**src/rtl/mxu_pkg.sv**
```systemverilog
package mxu_pkg;

	// ****************************************
	// widths
	// ****************************************
	localparam int DATA_W = 8; // data byte width
	localparam int ADDR_W = 11; // program address width
	localparam int STACK_DEPTH = 8; // nesting levels
	localparam int PTR_W = 3; // stack pointer width

	// ****************************************
	// operation codes
	// ****************************************
	typedef enum logic [5:0] {
		MXU_NOP = 6'h00,
		MXU_ADD_AM = 6'h01,
		MXU_ADD_AX = 6'h02,
		MXU_ADDM = 6'h03,
		MXU_ADC_AM = 6'h04,
		MXU_ADCM = 6'h05,
		MXU_AND_AM = 6'h06,
		MXU_AND_AX = 6'h07,
		MXU_ANDM = 6'h08,
		MXU_OR_AM = 6'h09,
		MXU_OR_AX = 6'h0A,
		MXU_ORM = 6'h0B,
		MXU_CALL = 6'h0C,
		MXU_CLR_M = 6'h0D,
		MXU_WDCLR = 6'h0E,
		MXU_WDPRE1 = 6'h0F,
		MXU_WDPRE2 = 6'h10,
		MXU_INV_M = 6'h11,
		MXU_INV_A = 6'h12,
		MXU_DECADJ = 6'h13,
		MXU_DEC_M = 6'h14,
		MXU_DEC_A = 6'h15,
		MXU_INC_M = 6'h16,
		MXU_INC_A = 6'h17,
		MXU_HALT = 6'h18,
		MXU_JUMP = 6'h19,
		MXU_XFER_AM = 6'h1A,
		MXU_XFER_AX = 6'h1B,
		MXU_XFER_MA = 6'h1C,
		MXU_SUBEXIT = 6'h1D,
		MXU_SUBEXIT_X = 6'h1E,
		MXU_IRQEXIT = 6'h1F,
		MXU_ROL_M = 6'h20,
		MXU_ROL_A = 6'h21
	} mxu_op_e;

	// ****************************************
	// constants
	// ****************************************
	localparam logic [7:0] ZERO_BYTE = 8'h00; // clear value
	localparam logic [7:0] ONE_BYTE = 8'h01; // step for inc and dec
	localparam logic [3:0] BCD_MAX = 4'h9; // largest decimal digit
	localparam logic [7:0] ADJ_LO = 8'h06; // low digit correction
	localparam logic [7:0] ADJ_HI = 8'h60; // high digit correction
	localparam logic [10:0] PC_STEP = 11'h001; // return address offset
	localparam int MSB = 7; // top bit of a byte
	localparam int NIB = 4; // nibble width

endpackage : mxu_pkg

```
**src/rtl/mxu_alu.sv**
```systemverilog
`timescale 1ns/1ns
// ****************************************
// byte arithmetic with flag outputs
// ****************************************
module mxu_alu (
	// operands
	input wire logic [7:0] opA,
	input wire logic [7:0] opB,
	input wire logic carryIn,
	// results
	output logic [7:0] sum,
	output logic carryOut,
	output logic halfOut,
	output logic wrapOut
);
	logic [4:0] lowSum; // low nibble with carry
	logic [8:0] fullSum; // byte with carry

	// plain adder; half-carry from bit 3, carry from bit 7
	always_comb begin
		lowSum = {1'b0, opA[3:0]} + {1'b0, opB[3:0]} + {4'h0, carryIn};
		fullSum = {1'b0, opA} + {1'b0, opB} + {8'h00, carryIn};
		sum = fullSum[7:0];
		carryOut = fullSum[8]; // RULE22
		halfOut = lowSum[4]; // RULE22
		// wrap when both signs match and the result sign differs
		wrapOut = (opA[7] == opB[7]) && (sum[7] != opA[7]); // RULE22
	end
endmodule : mxu_alu

```
**src/rtl/mxu_exec.sv**
```systemverilog
`timescale 1ns/1ns
// Operation
// RULE1: add with carry updates four flags
// RULE2: add without carry updates four flags
// RULE3: and operation changes only zero flag
// RULE4: or operation changes only zero flag
// RULE5: call pushes pc plus one, two cycles
// RULE6: clear byte writes zero
// RULE7: watchdog clear resets counter, both flags
// RULE8: preclears work only when alternated
// RULE9: invert byte, zero flag only
// RULE10: decimal adjust into byte, carry only
// RULE11: decrement, zero flag only
// RULE12: increment, zero flag only
// RULE13: halt stops, clears watchdog, sets powerdown
// RULE14: jump loads pc, two cycles
// RULE15: moves leave flags unchanged
// RULE16: nop only advances
// RULE17: return pops pc
// RULE18: return loads immediate into accumulator
// RULE19: interrupt return pops pc, sets enable
// RULE20: rotate left byte, bit 7 to 0
// RULE21: rotate left into accumulator only
// RULE22: flag meanings zero carry half wrap
module mxu_exec #(
	parameter int STACK_DEPTH = mxu_pkg::STACK_DEPTH
) (
	// clock and control
	input wire logic ref_clk,
	input wire logic srst,
	input wire logic clkEn,
	// instruction from decode
	input wire logic opValid,
	input wire logic [5:0] opCode,
	input wire logic [7:0] immData,
	input wire logic [10:0] targetAddr,
	// data byte read value
	input wire logic [7:0] memRdata,
	// wake from power down
	input wire logic wakeReq,
	// watchdog counter ran out, same clock
	input wire logic watchdogTimeout,
	// data byte write
	output logic memWe,
	output logic [7:0] memWdata,
	// architectural state
	output logic [7:0] acc,
	output logic [10:0] pc,
	output logic zeroFlag,
	output logic carryFlag,
	output logic halfCarryFlag,
	output logic signedWrapFlag,
	output logic watchdogExpiryFlag,
	output logic powerdownFlag,
	output logic globalIrqEnable,
	output logic watchdogClear,
	output logic sysClkGate,
	output logic busy
);
	// ****************************************
	// declarations
	// ****************************************
	typedef enum logic [2:0] {
		MXU_RUN = 3'b001, // taking instructions
		MXU_DUMMY = 3'b010, // inserted dummy cycle
		MXU_SLEEP = 3'b100 // clock gated off
	} mxu_state_e;

	mxu_state_e state; // sequencer state
	mxu_state_e next_state; // sequencer next
	mxu_pkg::mxu_op_e op; // decoded op
	logic [10:0] stack [STACK_DEPTH]; // return addresses
	logic [2:0] sp; // stack pointer, next free slot
	logic [2:0] spTop; // index of top entry
	logic lastPre; // last preclear kind seen
	logic preValid; // a preclear is waiting for its partner
	logic take; // an instruction executes this cycle
	logic [7:0] aluB; // adder and logic second operand
	logic aluCin; // adder carry input
	logic [7:0] aluSum; // adder result
	logic aluC; // adder carry
	logic aluH; // adder half carry
	logic aluV; // adder overflow
	logic [7:0] adjVal; // decimal adjust addend
	logic [8:0] adjSum; // decimal adjust result
	logic [7:0] res; // result for dest
	logic wrAcc; // result goes to accumulator
	logic wrMem; // result goes to data byte
	logic updZ; // zero flag follows result
	logic updArith; // four arithmetic flags follow

	// zero test used by the zero flag path
	function automatic logic isZero(input logic [7:0] v);
		return v == mxu_pkg::ZERO_BYTE;
	endfunction : isZero

	assign op = mxu_pkg::mxu_op_e'(opCode);
	assign take = clkEn && opValid && (state == MXU_RUN);
	assign spTop = sp - 3'd1;

	// ****************************************
	// datapath
	// ****************************************
	// adder operand select: immediate forms use immData
	always_comb begin
		aluB = memRdata;
		aluCin = 1'b0;
		unique case (op)
			mxu_pkg::MXU_ADD_AX, mxu_pkg::MXU_AND_AX, mxu_pkg::MXU_OR_AX:
				aluB = immData; // RULE2 RULE3 RULE4
			mxu_pkg::MXU_ADC_AM, mxu_pkg::MXU_ADCM: aluCin = carryFlag; // RULE1
			default: aluB = memRdata;
		endcase
	end

	mxu_alu u_alu (
		.opA(acc),
		.opB(aluB),
		.carryIn(aluCin),
		.sum(aluSum),
		.carryOut(aluC),
		.halfOut(aluH),
		.wrapOut(aluV)
	);

	// decimal adjust: 06 and/or 60 per digit and flags
	always_comb begin
		adjVal = mxu_pkg::ZERO_BYTE;
		if (acc[3:0] > mxu_pkg::BCD_MAX || halfCarryFlag) begin
			adjVal = adjVal | mxu_pkg::ADJ_LO; // RULE10
		end
		if (acc[7:4] > mxu_pkg::BCD_MAX || carryFlag) begin
			adjVal = adjVal | mxu_pkg::ADJ_HI; // RULE10
		end
		adjSum = {1'b0, acc} + {1'b0, adjVal};
	end

	// result and destination per operation
	always_comb begin
		res = mxu_pkg::ZERO_BYTE;
		wrAcc = 1'b0;
		wrMem = 1'b0;
		updZ = 1'b0;
		updArith = 1'b0;
		unique case (op)
			mxu_pkg::MXU_ADD_AM, mxu_pkg::MXU_ADD_AX, mxu_pkg::MXU_ADDM,
			mxu_pkg::MXU_ADC_AM, mxu_pkg::MXU_ADCM: begin
				res = aluSum; // RULE1 RULE2
				wrMem = (op == mxu_pkg::MXU_ADDM || op == mxu_pkg::MXU_ADCM);
				wrAcc = !wrMem;
				updArith = 1'b1;
			end
			mxu_pkg::MXU_AND_AM, mxu_pkg::MXU_AND_AX,
			mxu_pkg::MXU_ANDM: begin
				res = acc & aluB; // RULE3
				wrMem = (op == mxu_pkg::MXU_ANDM);
				wrAcc = !wrMem;
				updZ = 1'b1;
			end
			mxu_pkg::MXU_OR_AM, mxu_pkg::MXU_OR_AX,
			mxu_pkg::MXU_ORM: begin
				res = acc | aluB; // RULE4
				wrMem = (op == mxu_pkg::MXU_ORM);
				wrAcc = !wrMem;
				updZ = 1'b1;
			end
			mxu_pkg::MXU_CLR_M: begin
				res = mxu_pkg::ZERO_BYTE; // RULE6
				wrMem = 1'b1;
			end
			mxu_pkg::MXU_INV_M, mxu_pkg::MXU_INV_A: begin
				res = ~memRdata; // RULE9
				wrMem = (op == mxu_pkg::MXU_INV_M);
				wrAcc = (op == mxu_pkg::MXU_INV_A);
				updZ = 1'b1;
			end
			mxu_pkg::MXU_DECADJ: begin
				res = adjSum[7:0]; // RULE10
				wrMem = 1'b1;
			end
			mxu_pkg::MXU_DEC_M, mxu_pkg::MXU_DEC_A: begin
				res = memRdata - mxu_pkg::ONE_BYTE; // RULE11
				wrMem = (op == mxu_pkg::MXU_DEC_M);
				wrAcc = (op == mxu_pkg::MXU_DEC_A);
				updZ = 1'b1;
			end
			mxu_pkg::MXU_INC_M, mxu_pkg::MXU_INC_A: begin
				res = memRdata + mxu_pkg::ONE_BYTE; // RULE12
				wrMem = (op == mxu_pkg::MXU_INC_M);
				wrAcc = (op == mxu_pkg::MXU_INC_A);
				updZ = 1'b1;
			end
			mxu_pkg::MXU_XFER_AM: begin
				res = memRdata; // RULE15
				wrAcc = 1'b1;
			end
			mxu_pkg::MXU_XFER_AX, mxu_pkg::MXU_SUBEXIT_X: begin
				res = immData; // RULE15 RULE18
				wrAcc = 1'b1;
			end
			mxu_pkg::MXU_XFER_MA: begin
				res = acc; // RULE15
				wrMem = 1'b1;
			end
			mxu_pkg::MXU_ROL_M, mxu_pkg::MXU_ROL_A: begin
				res = {memRdata[mxu_pkg::MSB-1:0], memRdata[mxu_pkg::MSB]}; // RULE20
				wrMem = (op == mxu_pkg::MXU_ROL_M); // RULE20
				wrAcc = (op == mxu_pkg::MXU_ROL_A); // RULE21
			end
			default: res = mxu_pkg::ZERO_BYTE; // nop and control ops
		endcase
	end

	// ****************************************
	// sequencer
	// ****************************************
	// branch ops add a dummy cycle; halt sleeps until wake
	always_comb begin
		next_state = state;
		unique case (state)
			MXU_RUN: begin
				if (take && op inside {mxu_pkg::MXU_CALL, mxu_pkg::MXU_JUMP,
					mxu_pkg::MXU_SUBEXIT, mxu_pkg::MXU_SUBEXIT_X,
					mxu_pkg::MXU_IRQEXIT}) begin
					next_state = MXU_DUMMY; // RULE5 RULE14
				end else if (take && op == mxu_pkg::MXU_HALT) begin
					next_state = MXU_SLEEP; // RULE13
				end
			end
			MXU_DUMMY: next_state = MXU_RUN;
			MXU_SLEEP: if (wakeReq) next_state = MXU_RUN;
			default: next_state = MXU_RUN; // illegal code recovers
		endcase
	end

	// state register
	always_ff @(posedge ref_clk) begin
		if (srst) begin
			state <= MXU_RUN;
		end else if (clkEn) begin
			state <= next_state;
		end
	end

	// status outputs from the sequencer
	always_ff @(posedge ref_clk) begin
		if (srst) begin
			busy <= 1'b0;
			sysClkGate <= 1'b0;
		end else if (clkEn) begin
			busy <= (next_state != MXU_RUN);
			sysClkGate <= (next_state == MXU_SLEEP); // RULE13
		end
	end

	// ****************************************
	// accumulator, data write and flags
	// ****************************************
	// accumulator and data byte write port
	always_ff @(posedge ref_clk) begin
		if (srst) begin
			acc <= mxu_pkg::ZERO_BYTE;
			memWe <= 1'b0;
			memWdata <= mxu_pkg::ZERO_BYTE;
		end else if (clkEn) begin
			memWe <= take && wrMem;
			if (take && wrMem) memWdata <= res;
			if (take && wrAcc) acc <= res;
		end
	end

	// arithmetic flags; moves and control ops keep them
	always_ff @(posedge ref_clk) begin
		if (srst) begin
			zeroFlag <= 1'b0;
			carryFlag <= 1'b0;
			halfCarryFlag <= 1'b0;
			signedWrapFlag <= 1'b0;
		end else if (take) begin
			if (updZ || updArith) zeroFlag <= isZero(res); // RULE22
			if (updArith) begin
				carryFlag <= aluC; // RULE1 RULE2
				halfCarryFlag <= aluH;
				signedWrapFlag <= aluV;
			end
			// carry only ever sets here, so prior carry is kept
			if (op == mxu_pkg::MXU_DECADJ && adjSum[8]) begin
				carryFlag <= 1'b1; // RULE10
			end
		end
	end

	// ****************************************
	// program counter and stack
	// ****************************************
	// pc advances by one unless a branch loads it
	always_ff @(posedge ref_clk) begin
		if (srst) begin
			pc <= '0;
			sp <= '0;
			for (int i = 0; i < STACK_DEPTH; i++) stack[i] <= '0;
		end else if (take) begin
			unique case (op)
				mxu_pkg::MXU_CALL: begin
					stack[sp] <= pc + mxu_pkg::PC_STEP; // RULE5
					sp <= sp + 3'd1; // wraps when nesting overflows
					pc <= targetAddr;
				end
				mxu_pkg::MXU_JUMP: pc <= targetAddr; // RULE14
				mxu_pkg::MXU_SUBEXIT, mxu_pkg::MXU_SUBEXIT_X,
				mxu_pkg::MXU_IRQEXIT: begin
					pc <= stack[spTop]; // RULE17 RULE18 RULE19
					sp <= spTop;
				end
				default: pc <= pc + mxu_pkg::PC_STEP; // RULE16
			endcase
		end
	end

	// global interrupt enable; irq entry is outside this unit
	always_ff @(posedge ref_clk) begin
		if (srst) begin
			globalIrqEnable <= 1'b0;
		end else if (take && op == mxu_pkg::MXU_IRQEXIT) begin
			// a pending request is taken by the irq logic next
			globalIrqEnable <= 1'b1; // RULE19
		end
	end

	// ****************************************
	// watchdog clear and power flags
	// ****************************************
	// a preclear acts only when the other kind came last
	always_ff @(posedge ref_clk) begin
		if (srst) begin
			watchdogExpiryFlag <= 1'b0;
			powerdownFlag <= 1'b0;
			watchdogClear <= 1'b0;
			lastPre <= 1'b0;
			preValid <= 1'b0;
		end else if (clkEn) begin
			watchdogClear <= 1'b0;
			if (take && op == mxu_pkg::MXU_WDCLR) begin
				watchdogClear <= 1'b1; // RULE7
				watchdogExpiryFlag <= 1'b0;
				powerdownFlag <= 1'b0;
			end else if (take && (op == mxu_pkg::MXU_WDPRE1
				|| op == mxu_pkg::MXU_WDPRE2)) begin
				if (preValid && lastPre != (op == mxu_pkg::MXU_WDPRE2)) begin
					watchdogClear <= 1'b1; // RULE8
					watchdogExpiryFlag <= 1'b0;
					powerdownFlag <= 1'b0;
					preValid <= 1'b0;
				end else begin
					preValid <= 1'b1; // repeat restarts the pair
				end
				lastPre <= (op == mxu_pkg::MXU_WDPRE2);
			end else if (take && op == mxu_pkg::MXU_HALT) begin
				watchdogClear <= 1'b1; // RULE13
				watchdogExpiryFlag <= 1'b0;
				powerdownFlag <= 1'b1;
			end
			// an expiry beside a clear wins, so no timeout is lost
			if (watchdogTimeout) watchdogExpiryFlag <= 1'b1;
		end
	end
endmodule : mxu_exec

```
**config.mk**
```make
export PLATFORM = sky130hd
export DESIGN_NAME = mxu_exec
export DESIGN_NICKNAME = d
export VERILOG_FILES = /design/src/rtl/mxu_pkg.sv /design/src/rtl/mxu_alu.sv /design/src/rtl/mxu_exec.sv
export SDC_FILE = /design/constraint.sdc
export NUM_CORES = 1
export LEC_CHECK = 0
export ABC_AREA = 1
export BUFFER_PORTS_ARGS = -buffer_cell sky130_fd_sc_hd__buf_4
export CAP_MARGIN = 20
export CELL_PAD_IN_SITES_DETAIL_PLACEMENT = 0
export CELL_PAD_IN_SITES_GLOBAL_PLACEMENT = 2
export CORE_ASPECT_RATIO = 0.9
export CORE_MARGIN = 2
export CORE_UTILIZATION = 30
export CTS_CLUSTER_DIAMETER = 200
export DETAILED_ROUTE_END_ITERATION = 16
export PLACE_DENSITY_LB_ADDON = 0.1
export SLEW_MARGIN = 20
export SYNTH_ARGS = -nofsm -noshare
export SYNTH_HDL_FRONTEND = slang
export SYNTH_SLANG_ARGS = --single-unit
```
**constraint.sdc**
```tcl
create_clock -name ref_clk -period 4.3 [get_ports ref_clk]
set_input_delay 0.645 -clock ref_clk [delete_from_list [all_inputs] [get_ports ref_clk]]
set_output_delay 0.645 -clock ref_clk [all_outputs]
set_load 0.01 [all_outputs]
```
# Word-level counts from Yosys, hierarchy flattened
# Memory sizes are Yosys's and may differ from the RTL's.
# Cells that the tools add are included.
[word_totals]
reg_bits = 46
mem_count = 1
ramBits = 88
wordCells = 167
output_inout_bits = 38
[op_classes]
n_mux = 39
n_reduce_logical = 51
bitwise = 4
magnitude_cmp = 2
addsub = 10
eq_ne = 42
[memory_table]
columns = ["name", "depth", "width", "rd", "rd_ports_with_merged_regs", "wr", "line", "rtl"]
rows = [
  ["stack", 8, 11, 1, 0, 8, "mxu_exec.sv:72", "logic [10:0] stack [STACK_DEPTH];"],
]
[op_table]
columns = ["cell", "n"]
rows = [
  ["== test 6 x 5 -> 1 bit, second input constant", 16],
  ["case mux 8 bit (11 select lines)", 1],
  ["== test 6 x 4 -> 1 bit, second input constant", 8],
  ["two-way mux 1 bit", 25],
  ["== test 6 x 3 -> 1 bit, second input constant", 4],
  ["case mux 11 bit (2 select lines)", 1],
  ["adder 8 x 8 -> 9 bit", 2],
  ["OR reduction 3 bit", 6],
  ["case mux 1 bit (8 select lines)", 2],
  ["two-way mux 3 bit", 5],
  ["OR reduction 2 bit", 7],
  ["== test 6 x 2 -> 1 bit, second input constant", 2],
  ["== test 6 bit, second input constant", 2],
  ["logical AND 1 bit", 12],
  ["case mux 3 bit (2 select lines)", 2],
  ["AND reduction 2 bit", 6],
  ["OR reduction 12 bit", 1],
  ["adder 11 x 1 -> 11 bit, second input constant", 1],
  ["two-way mux 11 bit", 1],
  ["OR reduction 11 bit", 1],
  ["adder 9 x 1 -> 9 bit", 1],
  ["AND reduction 3 bit", 3],
  ["adder 8 x 1 -> 8 bit, second input constant", 1],
  ["bitwise AND 8 bit", 1],
  ["other kinds (27)", 37],
]

# Longest topological paths before layout
[depth]
depth_word = 8
mapped_depth = 23

# By module
# Synthesis repeated with hierarchy kept, for this count alone.
[unflattened]
cells_unflattened = 1042
hier_area_um2 = 8020.2
[by_module_without_submodules]
columns = ["mod", "instances", "area_each_um2", "cells_each"]
rows = [
  ["mxu_exec", 1, 7633.6, 984],
  ["mxu_alu", 1, 386.6, 58],
]

# Worst setup path after synthesis
# Ideal clock, no wire load.
[synth_path]
path_kind = "input-to-reg"
startpoint = "input opCode[1]"
endpoint = "register zeroFlag"
setup_slack_ns = 0.652
t_required_ns = 4.230
t_arrival_ns = 3.578
path_buffers = 2
path_stages = 23
path_cell_list = "buf_6 > inv_2 > nor2_1 > nand2_1 > a31o_2 > clkbuf_1 > nand2_1 > o21ai_0 > inv_1 > fa_1 > fa_1 > nand3b_1 > nand2_1 > nand2_1 > nand2_1 > a21oi_1 > o21ai_0 > a21oi_1 > nor2_1 > nand2_1 > nor2_1 > nand3_1 > a21oi_1"
[synth_via]
elab_chain_cells = 7
[synth_lines]
columns = ["element", "line", "rtl"]
rows = [
  ["start, declared", "mxu_exec.sv:34", "input wire logic [5:0] opCode,"],
  ["== test 6 x 4 -> 1 bit, or another cell as far along", "mxu_exec.sv:108, mxu_exec.sv:145", ""],
  ["OR reduction 3 bit", "mxu_exec.sv:108", "unique case (op)"],
  ["two-way mux 8 bit", "mxu_exec.sv:108", ""],
  ["adder 8 x 8 -> 9 bit", "mxu_alu.sv:22", "fullSum = {1'b0, opA} + {1'b0, opB} + {8'h00, carryIn};"],
  ["adder 9 x 1 -> 9 bit", "mxu_alu.sv:22", ""],
  ["case mux 8 bit (11 select lines)", "mxu_exec.sv:145", "unique case (op)"],
  ["zero test 8 bit", "mxu_exec.sv:94", "return v == mxu_pkg::ZERO_BYTE;"],
  ["end signal, assigned", "mxu_exec.sv:280", "if (updZ || updArith) zeroFlag <= isZero(res);"],
  ["end, declared", "mxu_exec.sv:49", "output logic zeroFlag,"],
]
# Parallel ways exist; a longest one is shown, timed or not.
# A chain may end at the register's enable or synchronous reset.

# Final worst setup path
[layout_path]
startpoint = "input opCode[0]"
endpoint = "register zeroFlag"
# The elaborated chain is that of the path after synthesis.

==> impl_metrics.py <==
metrics = {
    "outcome": {
        "status": "finished, final reports clean",
    },
    "place": {
        "placed_cells_incl_taps": 1425,
        "place_congestion": 0.8513,
        "port_buffers": 76,
        "dp.final_hpwl_mm": 21.54,
        "place_worst_setup_slack_ns": 0.2970,
    },
    "synthesis": {
        "synth_nets": 1087,
        "synth_xor_xnor_area_share_pct": 1.619,
        "synth_cell_types": 51,
        "synth_commonest_cells": "nand2_1, nor2_1, inv_1",
        "synth_edf_count": 88,
        "synth.avg_cell_area_um2": 7.870,
        "async_flop_share_pct": 0,
        "ys.flop_type": "edfxtp_1",
        "yosys-top-cells-area": "edfxtp_1, dfxtp_1, nand2_1",
        "synthAdderAreaFrac_pct": 4.485,
        "synth_compound_area_share_pct": 15.63,
        "yosysMostFrequentCell": "nand2_1",
        "synthSimpleGateAreaFrac_pct": 25.40,
        "synth_area_um2": 8035,
        "synth-seq-area-share_pct": 44.35,
        "synth_top_area_share_pct": 32.89,
        "synth_top_family_by_area": "simple AND/OR/NAND/NOR gates",
        "yosys-mux-area-fraction_pct": 0,
        "yosysWarningCount": 0,
        "synth_top_area_cell": "edfxtp_1",
        "syn_inst": 1021,
        "ys_seq_elements": 134,
    },
    "critical_path": {
        "cp_num_buf_inv": 2,
        "crit_arrival_ns": 3.98,
        "cp-start-kind": "primary input",
        "worst_path_most_repeated_cell": "nand2_1",
        "worstRegToRegCells": 20,
        "worstPathRequired_ns": 4.65,
        "critPathKind": "primary input to flip-flop",
        "crit_family": "simple AND/OR/NAND/NOR gates",
        "reg2reg_to": "memWdata[7]",
        "crit_chain": "buf_4 > nor2_1 > nand2_1 > a31o_2 > o21ai_0 > inv_1 > fa_1 > fa_1 > nand3b_1 > nand2_1 > nand2_1 > nand2_1 > a21oi_1 > o21ai_0 > a21oi_1 > nor2_1 > nand2_1 > nor2_1 > nand3_1 > a21oi_1",
        "end_kind": "flip-flop",
        "r2r-start": "acc[3]",
        "max_stage_delay_ns": 0.45,
        "cp_num_cells": 20,
        "worstPathMaxFanout": 6,
        "critPathSlowestCell": "fa_1",
        "rrSetupSlack_ns": 0.99,
    },
    "layout": {
        "nets": 1162,
        "antennaDiodeCount": 0,
        "drive_above_1_share_pct": 15.78,
        "fin_cells": 1457,
        "syn_to_final_growth_pct": 19.23,
    },
    "cts": {
        "clock_sinks": 134,
        "clkLatencyLatePin_ns": 0.43,
        "cts_tree": "yes",
        "cts_hold_buf": 0,
        "cts_buffer_depth": 2,
        "htreeDepth": 4,
        "post_cts_buffers": 0,
        "clockRootBuffer": "clkbuf_16",
        "clk_pin_slew_worst_paths_ns": 0.07,
        "cts_resized": 0,
        "cts_buffers": 17,
    },
    "power": {
        "peakVddDrop_mv": 0.2111,
        "power.density_nw_per_um2": 340.0,
        "p_leak_nw": 4.082,
    },
    "timing": {
        "whs_ns": 0.4714,
        "finalSetupViolCount": 0,
        "fin_skew_ns": 0.01381,
        "hold_viol": 0,
        "timing.fmax_mhz": 275.7,
        "slew_headroom_pct": 41.27,
        "tns_ns": 0,
        "setup_ws_ns": 0.6731,
        "rsz0062_at_grt": "no",
        "drv_slew": 0,
        "layout_worst_path_cycle_share_pct": 84.35,
        "final.min_clock_period_ns": 3.627,
        "worstMarginPinSlew_ns": 0.8747,
    },
    "floorplanning": {
        "die_h_um": 159.3,
        "coreArea_um2": 26210,
        "num_rows": 56,
        "die_area_um2": 28110,
        "die_w_um": 176.5,
        "ios": 77,
        "initial_utilization_pct": 30.66,
    },
    "run": {
        "maxCapViolations": 0,
    },
    "hold_path": {
        "hold_start": "watchdogExpiryFlag",
        "hold_depth": 2,
        "hold_class": "flip-flop to flip-flop",
        "whs_endpoint": "watchdogExpiryFlag",
    },
    "route": {
        "route.top_layer_used": "met4",
        "remaining_drc_errors": 0,
        "firstDrtPassIters": 5,
        "ant_nets": 0,
        "wl_per_cell_um": 20.07,
        "via_per_inst": 5.063,
        "vias": 7377,
        "drt_iter0_markers": 638,
        "wirelength_mm": 29.25,
        "wl_met1_mm": 15.48,
        "wl_met2_mm": 11.86,
        "dr_wl_met3_mm": 1.640,
    },
    "grt": {
        "grt_usage_pct": 21.30,
        "antenna_found_initial": 0,
        "grt_max_degree": 35,
        "grt_pass1_vias": 7109,
        "grt_pass1_wl_mm": 44.97,
        "grt_overflow": 0,
    },
}
==> worst max path at each step <==
stage	start	endpoint	slack (ns)
2_1_floorplan	opCode[1]	zeroFlag	0.65
3_3_place_gp	opCode[0]	zeroFlag	0.38
3_5_place_dp	opCode[0]	zeroFlag	0.30
4_1_cts	opCode[0]	zeroFlag	0.73
5_1_grt	opCode[0]	zeroFlag	0.37
6_report	opCode[0]	zeroFlag	0.67
==> cells in the final DEF, fill, tap and decap left out, drive strengths merged <==
cell and count:
nand2 208, nor2 167, inv 130, buf 98, edfxtp 88, a21oi 62
o21ai 58, nand3 57, dfxtp 46, nor3 30, a221oi 26, ha 24
clkbuf 17, o211ai 12, clkinv 11, xor2 8, a211oi 8, o22ai 6
a31oi 6, xnor2 6, nor4 5, nand4 4, a22oi 4, a32o 4
o41ai 3, o221ai 3, fa 3, nand3b 2, or2 2, a21boi 2
o31ai 2, a311oi 2, clkinvlp 2, a31o 1, o21bai 1, o2111ai 1
==> routing by layer <==
layer / up-vias / track usage (%)
met5: - / 0
met2: 209 / 29.37
met3: 19 / 4.226
li1: 3619 / -
met1: 3530 / 33.69
met4: 0 / 4.621
==> power breakdown <==
group,internal (mW),leakage (nW),switching (mW)
Sequential,1.41,1.28,0.0280
Clock,0.776,0.280,0.667
Combinational,0.122,2.52,0.255
Total,2.31,4.08,0.949
==> state kept, by name (all words and copies together) (netlist names), 3 cells and up <==
name and cells:
memWdata 8, stack 88, state 3, sp 3
acc 8, pc 11
==> worst register-to-register path: stages, from the launching register on <==
cell	delay, ns
dfxtp_1	0.57
inv_1	0.18
a21oi_1	0.15
nor2_1	0.08
inv_1	0.10
ha_1	0.17
inv_1	0.05
fa_1	0.44
inv_1	0.10
nand2_1	0.13
o21ai_0	0.20
a21oi_1	0.10
or2_2	0.28
nand3_1	0.07
nand3_1	0.09
nor2_1	0.10
nand2_1	0.07
inv_1	0.14
nand2_1	0.07
o211ai_1	0.08
inv_1	0.05
==> cell families (layout without fill, tap and decap cells) <==
kind of cell / count (synthesis) / count (layout)
DFF: 134 / 134
AOI/OAI and AO/OA: 201 / 201
and+or+nand+nor: 475 / 475
adders and majority gates: 27 / 27
buffers and inverters: 170 / 258
xor gates and xnor gates: 14 / 14
==> layout make-up <==
cell class / count / area, um2
Fill cell: 2820 / 16620
Multi-Input combinational cell: 717 / 3787
Sequential cell: 134 / 3563
Timing Repair Buffer: 98 / 735.7
Inverter: 128 / 481.7
Tap cell: 348 / 435.4
Clock buffer: 17 / 425.4
Clock inverter: 15 / 151.4
==> per-stage QoR <==
step / power, mW / util [%] / area (um2)
after CTS: 3.284 / 36.56 / 9580
after floorplan: 1.676 / - / 8035
final: 3.257 / 36.56 / 9580
after global placement: 1.848 / 34.36 / 9004
after global routing: 3.397 / 36.56 / 9580
after detailed placement: 1.843 / 34.36 / 9004
No activity file was read; power rests on OpenSTA's default activity.
